File: config.mk
export PLATFORM = sky130hd
export DESIGN_NAME = wwdt_top
export DESIGN_NICKNAME = d
export VERILOG_FILES = /design/src/shared/wwdt_pkg.sv /design/src/design/wwdt_top.sv /design/src/design/wwdt_rc_osc.sv
export VERILOG_INCLUDE_DIRS = /design/src /design/src/shared
export SDC_FILE = /design/constraint.sdc
export NUM_CORES = 1
export LEC_CHECK = 0
export BUFFER_PORTS_ARGS = -buffer_cell sky130_fd_sc_hd__buf_2
export CORE_ASPECT_RATIO = 2
export CORE_MARGIN = 5
export CORE_UTILIZATION = 60
export CTS_CLUSTER_SIZE = 10
export DETAILED_ROUTE_END_ITERATION = 6
export GPL_TIMING_DRIVEN = 0
export PLACE_DENSITY = 0.78
export SKIP_CTS_REPAIR_TIMING = 1
export SYNTH_ARGS = -nofsm -noshare
export SYNTH_HDL_FRONTEND = slang
export SYNTH_SLANG_ARGS = --single-unit
File: constraint.sdc
create_clock -name clk_i -period 4.3 [get_ports clk_i]
set_input_delay 0.43 -clock clk_i [delete_from_list [all_inputs] [get_ports clk_i]]
set_output_delay 0.43 -clock clk_i [all_outputs]
set_load 0.005 [all_outputs]
File: src/shared/wwdt_map.svh
// constants for the windowed watchdog: config word fields, divider widths, timing
// assumes inclusion by the package and the design files
`ifndef WWDT_MAP_SVH
`define WWDT_MAP_SVH
`define WWDT_CFG_POST_LSB   0
`define WWDT_CFG_POST_MSB   3
`define WWDT_CFG_PRE_BIT    4
`define WWDT_CFG_WINDOW_DISABLE_BIT 6
`define WWDT_CFG_HWEN_BIT   7
`define WWDT_CFG_WIN_LSB    8
`define WWDT_CFG_WIN_MSB    9
`define WWDT_PRE_SHORT_MAX  7'h1f
`define WWDT_PRE_LONG_MAX   7'h7f
`define WWDT_POST_W         15
`define WWDT_OSC_HZ         32000
`define WWDT_CLK_HZ         40000000
`define WWDT_RC_TICK_CYC    (`WWDT_CLK_HZ / `WWDT_OSC_HZ)
`define WWDT_TICK_W         11
`endif

File: src/shared/wwdt_pkg.sv
// types for the windowed watchdog
// assumes wwdt_map.svh is on the include path
`include "wwdt_map.svh"
package wwdt_pkg;
    typedef struct packed {
        logic [1:0] window_select;
        logic       hw_watchdog_enable;
        logic       window_disable;
        logic       spare;
        logic       prescale_select;
        logic [3:0] postscale_select;
    } wwdt_cfg_t;

    typedef struct packed {
        logic power_save_instr;
        logic clear_watchdog_instr;
        logic osc_switch_done;
        logic wake_exit;
    } wwdt_evt_t;

    typedef enum logic [1:0] {WWDT_RUN, WWDT_SLEEP, WWDT_IDLE} wwdt_mode_t;
endpackage

File: src/design/wwdt_top.sv
// windowed watchdog timer: prescaler, postscaler, window check, flags
// assumes cpu events are one-cycle pulses synchronous to clk_i
`timescale 1ns/1ps
`default_nettype none
`include "wwdt_map.svh"
module wwdt_top (
    // clock and reset
    input  wire logic                 clk_i,
    input  wire logic                 reset_i,
    // configuration word
    input  wire wwdt_pkg::wwdt_cfg_t  cfg_i,
    // cpu events
    input  wire wwdt_pkg::wwdt_evt_t  evt_i,
    input  wire logic                 power_save_idle_i,
    // software enable writes
    input  wire logic                 sw_enable_set_i,
    input  wire logic                 sw_enable_clr_i,
    // flag clears from software
    input  wire logic                 timeout_flag_clr_i,
    input  wire logic                 sleep_flag_clr_i,
    input  wire logic                 idle_flag_clr_i,
    // status
    output logic                      sw_watchdog_enable_o,
    output logic                      watchdog_timeout_flag_o,
    output logic                      sleep_flag_o,
    output logic                      idle_flag_o,
    output logic                      osc_enable_o,
    output logic                      wake_o,
    output logic                      device_reset_o,
    output logic [`WWDT_POST_W-1:0]   post_count_o
);
    logic                     running;
    logic                     rc_tick;
    logic                     restart;
    logic                     pre_end;
    logic                     post_end;
    logic                     timeout;
    logic                     early_clear;
    logic [6:0]               pre_count;
    logic [6:0]               next_pre_count;
    logic [`WWDT_POST_W-1:0]  post_count;
    logic [`WWDT_POST_W-1:0]  next_post_count;
    logic [`WWDT_POST_W-1:0]  post_last;
    logic [`WWDT_POST_W-1:0]  win_open;
    wwdt_pkg::wwdt_mode_t     mode;
    wwdt_pkg::wwdt_mode_t     next_mode;
    logic                     sw_en;
    logic                     next_sw_en;
    logic                     to_flag;
    logic                     next_to_flag;
    logic                     slp_flag;
    logic                     next_slp_flag;
    logic                     idl_flag;
    logic                     next_idl_flag;
    logic                     wake;
    logic                     next_wake;
    logic                     dev_rst;
    logic                     next_dev_rst;

    // postscale ratio 2^sel, returned as the last count value
    function automatic logic [`WWDT_POST_W-1:0] post_limit(input logic [3:0] sel);
        logic [`WWDT_POST_W:0] one_hot;
        one_hot = '0;
        one_hot[sel] = 1'b1;
        post_limit = one_hot[`WWDT_POST_W-1:0] - `WWDT_POST_W'(1);
        if (sel == 4'hf) begin
            post_limit = '1;
        end
    endfunction

    assign running  = cfg_i.hw_watchdog_enable || sw_en;
    assign restart  = evt_i.osc_switch_done || evt_i.power_save_instr
                   || evt_i.wake_exit || evt_i.clear_watchdog_instr || !running;
    assign pre_end  = pre_count == (cfg_i.prescale_select ? `WWDT_PRE_LONG_MAX
                                                          : `WWDT_PRE_SHORT_MAX);
    assign post_last = post_limit(cfg_i.postscale_select);
    assign post_end = post_count == post_last;
    assign timeout  = running && !restart && rc_tick && pre_end && post_end;
    // window opens for the last 5/8 .. 3/16 of the period, by the 2-bit select
    // shift is widened so select 3 gives a shift of 4 instead of wrapping to 0
    assign win_open = post_last - (post_last >> ({1'b0, cfg_i.window_select} + 3'h1)) - (post_last >> 3);
    assign early_clear = running && evt_i.clear_watchdog_instr && mode == wwdt_pkg::WWDT_RUN
                      && !cfg_i.window_disable && post_count < win_open;

    wwdt_rc_osc u_osc (
        .clk_i    (clk_i),
        .reset_i  (reset_i),
        .enable_i (running),
        .tick_o   (rc_tick)
    );

    always_comb begin
        next_pre_count  = pre_count;
        next_post_count = post_count;
        if (restart) begin
            next_pre_count  = '0;
            next_post_count = '0;
        end else if (rc_tick) begin
            next_pre_count = pre_end ? 7'h00 : pre_count + 7'h01;
            if (pre_end) begin
                next_post_count = post_end ? '0 : post_count + `WWDT_POST_W'(1);
            end
        end
    end

    always_comb begin
        next_mode     = mode;
        next_sw_en    = sw_en;
        next_to_flag  = to_flag;
        next_slp_flag = slp_flag;
        next_idl_flag = idl_flag;
        next_wake     = 1'b0;
        next_dev_rst  = 1'b0;
        if (sw_enable_clr_i) next_sw_en = 1'b0;
        if (sw_enable_set_i) next_sw_en = 1'b1;
        if (timeout_flag_clr_i) next_to_flag = 1'b0;
        if (sleep_flag_clr_i) next_slp_flag = 1'b0;
        if (idle_flag_clr_i) next_idl_flag = 1'b0;
        case (mode)
            wwdt_pkg::WWDT_RUN: begin
                if (evt_i.power_save_instr) begin
                    next_mode = power_save_idle_i ? wwdt_pkg::WWDT_IDLE : wwdt_pkg::WWDT_SLEEP;
                    if (power_save_idle_i) next_idl_flag = 1'b1;
                    else next_slp_flag = 1'b1;
                end
                if (timeout || early_clear) next_dev_rst = 1'b1;
            end
            wwdt_pkg::WWDT_SLEEP, wwdt_pkg::WWDT_IDLE: begin
                if (evt_i.wake_exit) next_mode = wwdt_pkg::WWDT_RUN;
                if (timeout) begin
                    next_mode = wwdt_pkg::WWDT_RUN;
                    next_wake = 1'b1;
                end
            end
            default: next_mode = wwdt_pkg::WWDT_RUN;
        endcase
        if (timeout) next_to_flag = 1'b1;
        if (next_dev_rst) next_sw_en = 1'b0;
    end

    always_ff @(posedge clk_i or posedge reset_i) begin
        if (reset_i) begin
            pre_count  <= '0;
            post_count <= '0;
            mode       <= wwdt_pkg::WWDT_RUN;
            sw_en      <= 1'b0;
            to_flag    <= 1'b0;
            slp_flag   <= 1'b0;
            idl_flag   <= 1'b0;
            wake       <= 1'b0;
            dev_rst    <= 1'b0;
        end else begin
            pre_count  <= next_pre_count;
            post_count <= next_post_count;
            mode       <= next_mode;
            sw_en      <= next_sw_en;
            to_flag    <= next_to_flag;
            slp_flag   <= next_slp_flag;
            idl_flag   <= next_idl_flag;
            wake       <= next_wake;
            dev_rst    <= next_dev_rst;
        end
    end

    assign sw_watchdog_enable_o    = sw_en;
    assign watchdog_timeout_flag_o = to_flag;
    assign sleep_flag_o            = slp_flag;
    assign idle_flag_o             = idl_flag;
    assign osc_enable_o            = running;
    assign wake_o                  = wake;
    assign device_reset_o          = dev_rst;
    assign post_count_o            = post_count;
endmodule // wwdt_top
`default_nettype wire

File: src/design/wwdt_rc_osc.sv
// low-power rc oscillator model: one-cycle tick at 32 kHz when enabled
// assumes clk_i at 40 MHz
`timescale 1ns/1ps
`default_nettype none
`include "wwdt_map.svh"
module wwdt_rc_osc (
    // clock and reset
    input  wire logic clk_i,
    input  wire logic reset_i,
    // control
    input  wire logic enable_i,
    // tick
    output logic      tick_o
);
    localparam logic [`WWDT_TICK_W-1:0] TICK_LAST = `WWDT_TICK_W'(`WWDT_RC_TICK_CYC - 1);
    logic [`WWDT_TICK_W-1:0] count;
    logic [`WWDT_TICK_W-1:0] next_count;

    always_comb begin
        next_count = '0;
        if (enable_i && count != TICK_LAST) begin
            next_count = count + `WWDT_TICK_W'(1);
        end
    end

    always_ff @(posedge clk_i or posedge reset_i) begin
        if (reset_i) begin
            count <= '0;
        end else begin
            count <= next_count;
        end
    end

    assign tick_o = enable_i && count == TICK_LAST;
endmodule // wwdt_rc_osc
`default_nettype wire

==> flow_metrics.tcl, run 1 <==
set metrics [dict create \
    ff_latch_area_sq_um 1030 \
    slew_headroom 0.419 \
    ys.flop_type "dfrtp_1" \
    criticalPathCategory "in -> reg" \
    stdcell_area_sq_um 5360 \
    yosys.cell_count.top_type "nor2_1" \
    drive_above_1_share 0.213 \
    multi_input_area_sq_um 3470 \
    num_antenna_cells 0 \
    ios 44 \
    final_max_slew_viol_count 0 \
    cts_tree "done" \
    dpl_cell_area_sq_um 4920 \
    failed_checks "setup timing" \
    drt_first_pass_iters 5 \
    die_w_um 71.0 \
    cts_root_buffer "clkbuf_16" \
    fin_crit_ps 5260 \
    finalSetupViolCount 2 \
    worst_ep_required_time_ps 4500 \
    drv_cap 0 \
    arrival_ps 5450 \
    insertion_delay_ps 290 \
    layout.nets 681 \
    netlist.top_cell.by_area "dfrtp_1" \
    powerDensity_nw_per_um2 319 \
    syn-mean-instance-area_sq_um 8.14 \
    finalPower_mw 1.71 \
    clk_pin_slew_ps 60 \
    viasPerCell 6.46 \
    grt_overflow 0 \
    synth.top_cell.area_share 0.230 \
    setup_ws_ps -960 \
    netlist_area_sq_um 4460 \
    synthCells 548 \
    grt_util_all_layers 0.297 \
    cp_max_fo 7 \
    drtIter0Drc 293 \
    hold_viol_final 0 \
    dp_hpwl_um 10800 \
    die_area_sq_um 9360 \
    die_h_um 132 \
    synth_nets 618 \
    hp-class "in -> async" \
    fin_crit_sh 1.22 \
    clock.fmax_mhz 190 \
    rows 44 \
    crit_path_end_kind "register" \
    worst_setup_path_start_kind "primary input" \
    vias 4539 \
    grt_pass1_vias 4785 \
    ys_seq_area_frac 0.230 \
    synthArstFlopShare 1.00 \
    ys_warn_count 0 \
    place_congestion 0.927 \
    synth_common_cells "46 x nor2_1, 42 x o21ai_0, 41 x dfrtp_1, 40 x nand2_1, 36 x ha_1" \
    drc 0 \
    start_util 0.614 \
    status "complete, but fails checks" \
    grt_max_degree 42 \
    synth_edf_count 0 \
    clkSinkCount 41 \
    final.setup_skew_ps 6.20 \
    grt_pass1_wl_um 22300 \
    leakagePower_nw 2.37 \
    synth_cell_types 68 \
    vdd_drop_max_mv 0.314 \
    io_buffer_count 41 \
    antenna_found_initial 0 \
    synthTopCellsByArea "dfrtp_1 23%, ha_1 10%, fa_1 5.4%" \
    wl_per_cell_um 20.0 \
    r2r_start "post_count_o[5]" \
    worst_pin_slew_ps 870 \
    rsz0062_at_grt "true" \
    clockBufferDepth 2 \
    ys_seq_elements 41 \
    flow.area_growth_from_synthesis_pct 20.2 \
    critPathLaunch "cfg_i[2]" \
    core-area_sq_um 7270 \
    cts_buffers 5 \
    fillers 584 \
    ant_nets 0 \
    htreeDepth 2 \
    wirelength_um 14000 \
]
==> flip-flops by register name, summed over array words and instances (netlist names) <==
name,flops
device_reset_o,1
idle_flag_o,1
mode,2
post_count_o,15
pre_count,7
sleep_flag_o,1
sw_watchdog_enable_o,1
u_osc.count,11
wake_o,1
watchdog_timeout_flag_o,1
==> per-layer routing <==
| layer | wire length, um | GRT usage | vias to the layer above | part of all wire |
|---|---|---|---|---|
| li1 | - | - | 2123 | - |
| met1 | 4630 | 0.278 | 2178 | 0.33 |
| met2 | 7910 | 0.559 | 169 | 0.56 |
| met3 | 451 | 0.0305 | 69 | 0.032 |
| met4 | 1030 | 0.231 | 0 | 0.074 |
| met5 | 0 | 0 | - | 0 |
==> power breakdown <==
part | internal [mW] | switching [mW]
Combinational | 0.389 | 0.487
Clock | 0.227 | 0.150
Sequential | 0.421 | 0.0336
Total | 1.04 | 0.670
==> per-stage QoR <==
stage,hold slack (ps),worst slack [ps],utilization,setup TNS (ps),std cells
global placement,495,-1560,0.678,-3110,681
finish,317,-960,0.738,-1910,703
floorplan,480,-850,-,-1650,548
CTS,319,-1410,0.698,-2810,688
detailed placement,501,-1700,0.678,-3380,681
global route,340,-1220,0.738,-2390,703
==> critical path, stage by stage <==
cell	delay, ps
buf_8	100
buf_8	110
or2_4	270
inv_8	90
nand3_4	80
ha_4	210
o21a_1	180
o211ai_1	230
a21boi_4	280
mux2i_1	130
mux2i_1	220
fa_1	490
ha_4	310
nor2b_2	200
o21ai_4	80
a21boi_4	250
o41ai_4	100
a21oi_2	210
nor4_1	80
or3_4	410
ha_4	270
nand4_1	120
o2111ai_2	250
a21oi_2	60
a311oi_1	260
==> cells in the final DEF, fill, tap and decap left out, drive strengths merged, types with 7 or more instances in the layout <==
master and instances:
nor3 15, ha 36, nand2b 10, nor2b 11
xor2 14, inv 32, or3 9, clkbuf 24
nand4 9, nand2 40, dfrtp 41, and3 18
buf 66, fa 12, a21o 8, nand3 21
mux2i 7, xnor2 13, nor2 46, and2 7
a21oi 32, o21ai 45
==> logic make-up after synthesis <==
kind of cell	Yosys count	synth area share
xor+xnor	27	0.0530
fa+ha+maj	48	0.155
compound gates	149	0.225
flops	41	0.230
simple gates	213	0.254
buf+inv	60	0.0547
mux	10	0.0283
==> final timing paths <==
path / slack (ps) / end / cells past startpoint
worst max-delay path: -960 / sw_watchdog_enable_o / 25
worst min register to register: 510 / mode[1] / 1
max in group asynchronous: 3420 / u_osc.count[7] / 2
min in group clk_i: 320 / idle_flag_o / 2
worst min-delay path: 320 / mode[0] / 2
worst max register to register: 1360 / post_count_o[9] / 9
==> area by class of cell <==
class / instances / area share
buffer: 28 / 0.0282
clock buffer: 6 / 0.0259
clock inverter: 1 / 0.00140
inverter: 32 / 0.0238
multi-input combinational: 447 / 0.647
sequential: 41 / 0.191
tap: 92 / 0.0215
timing repair buffer: 56 / 0.0607
Note: power is estimated with default switching activity, not from simulation.
==> run 2: changes to the inputs <==
--- a/config.mk
+++ b/config.mk
@@ -13,8 +13,10 @@
 export CTS_CLUSTER_SIZE = 10
 export DETAILED_ROUTE_END_ITERATION = 6
 export GPL_TIMING_DRIVEN = 0
+export MAX_ROUTING_LAYER = met4
 export PLACE_DENSITY = 0.78
 export SKIP_CTS_REPAIR_TIMING = 1
+export SLEW_MARGIN = 20
 export SYNTH_ARGS = -nofsm -noshare
 export SYNTH_HDL_FRONTEND = slang
 export SYNTH_SLANG_ARGS = --single-unit
==> run 2 against run 1 <==
Against the previous run:
- the flow still finishes with violations (setup timing)
- via count fell by 0.90%
- flip-flop and latch count did not move
- register-to-register slack got worse by 20 ps
- first-iteration DRC count rose by 19%
- setup slack got worse by 150 ps
- sequential share of layout area barely moved
- cell area barely moved
- routed wire length rose by 0.85%
- global-route usage rose by 1.0 points
- critical endpoint unchanged
- largest cell class unchanged
- largest power group unchanged
==> flow_metrics.tcl, run 2 (synthesized netlist as in run 1, its figures left out) <==
set metrics [dict create \
    final.setup_skew_ps 6.24 \
    cts_root_buffer "clkbuf_16" \
    switching_share 0.394 \
    place_ws_ps -1720 \
    grt_util_all_layers 0.307 \
    finalPower_mw 1.69 \
    final_common_cell "buf_2" \
    powerDensity_nw_per_um2 315 \
    htreeDepth 2 \
    clkPwrFrac 0.209 \
    worst_ep_required_time_ps 4440 \
    grt_pass1_wl_um 22300 \
    die_w_um 71.0 \
    criticalPathCategory "in -> reg" \
    die_h_um 132 \
    core-area_sq_um 7270 \
    path_delay_family "compound AO/OA/AOI/OAI gates" \
    p_switching_uw 666 \
    clk_pin_slew_ps 60 \
    crit_slowest_cell "fa_1" \
    finalSetupViolCount 2 \
    slew_headroom 0.413 \
    fin_crit_ps 5410 \
    comb_power_share 0.523 \
    cp_max_fo 7 \
    ios 44 \
    viasPerCell 6.42 \
    worst_setup_path_start_kind "primary input" \
    dpl_cell_area_sq_um 4940 \
    antenna_found_initial 0 \
    cts_buffers 5 \
    drtIter0Drc 348 \
    num_antenna_cells 0 \
    largest_reg_flops 15 \
    drv_cap 0 \
    arrival_ps 5550 \
    drc 0 \
    leakagePower_nw 2.37 \
    failed_checks "setup timing" \
    crit_path_max_incr_delay_ps 510 \
    vias 4498 \
    final_max_slew_viol_count 0 \
    hold_viol_final 0 \
    crit_path_end_kind "register" \
    clkSinkCount 41 \
    final_cell_mix "46 x buf_2, 44 x nor2_1, 41 x dfrtp_1" \
    cts_tree "done" \
    fin_crit_sh 1.26 \
    rsz0062_at_grt "true" \
    die_area_sq_um 9360 \
    share_seq_of_total_power 0.269 \
    grt_max_degree 33 \
    final_core_util 0.737 \
    wl_per_cell_um 20.2 \
    setup_ws_ps -1110 \
    stdcell_area_sq_um 5360 \
    status "complete, but fails checks" \
    place_congestion 0.933 \
    grt_overflow 0 \
    clockBufferDepth 2 \
    critPathBufInv 3 \
    insertion_delay_ps 290 \
    path_common_cell "ha_4" \
    intPower_mw 1.02 \
    dp_hpwl_um 11100 \
    hp-class "in -> async" \
    io_buffer_count 41 \
    ant_nets 0 \
    drive_above_1_share 0.212 \
    wirelength_um 14100 \
    worst_pin_slew_ps 873 \
    rows 44 \
    start_util 0.614 \
    vdd_drop_max_mv 0.384 \
    layout.nets 680 \
    drt_first_pass_iters 5 \
    flow.area_growth_from_synthesis_pct 20.1 \
    fillers 584 \
    clock.fmax_mhz 185 \
    grt_pass1_vias 4589 \
]
## run 2: changes by cell type in the layout (fill, tap and decap cells not counted), sizes merged
| cell | before | now |
|---|---|---|
| clkinv | 0 | 1 |
| clkinvlp | 1 | 0 |
| clkbuf | 24 | 22 |
## run 2: layout make-up
| type | count | area (sq um) | share of cell area |
|---|---|---|---|
| plain buffers | 28 | 148 | 0.0276 |
| clock buffers | 5 | 125 | 0.0234 |
| clock inverters | 1 | 5.00 | 0.000934 |
| inverters | 32 | 125 | 0.0234 |
| multi-input cells | 447 | 3480 | 0.650 |
| flip-flops and latches | 41 | 1030 | 0.191 |
| well taps | 92 | 115 | 0.0215 |
| repair buffers | 55 | 333 | 0.0621 |
## run 2: worst reg2reg max path: cells and delay by family (launching register included)
kind,cells,cell delay (ps)
compound gates,2,210
buf+inv,2,350
simple gates,5,1750
flops,1,510
## run 2: path summary, 6_finish.rpt
path,startpoint,endpoint,slack (ps),depth (start not counted)
min,reset_i,post_count_o[4],60,2
max in group asynchronous,reset_i,watchdog_timeout_flag_o,3790,3
max,cfg_i[2],sw_watchdog_enable_o,-1110,25
max reg2reg,post_count_o[5],post_count_o[7],1340,9
min reg2reg,mode[1],mode[1],510,1
min in group clk_i,sleep_flag_clr_i,sleep_flag_o,330,2
## run 2: metrics by stage
stage | instances | hold slack [ps] | setup TNS (ps)
after floorplan | 548 | 480 | -1650
after global placement | 681 | 494 | -3210
after detailed placement | 682 | 372 | -3420
after CTS | 688 | 67.9 | -2860
after global routing | 701 | 79.6 | -2670
final | 701 | 63.8 | -2190
## run 2: layer usage
metal  routed length [um]  track usage
met1                 4650        0.279
met2                 8160        0.568
met3                  457       0.0252
met4                  880        0.228
met5                    0            -
## run 2: power by group through the flow
stage / sequential [mW] / clock, mW / combinational (mW)
3_3_place_gp: 0.459 / 0 / 0.719
4_1_cts: 0.454 / 0.357 / 0.762
3_5_place_dp: 0.460 / 0 / 0.757
2_1_floorplan: 0.454 / 0 / 0.558
5_1_grt: 0.460 / 0.375 / 0.988
6_report: 0.454 / 0.353 / 0.883
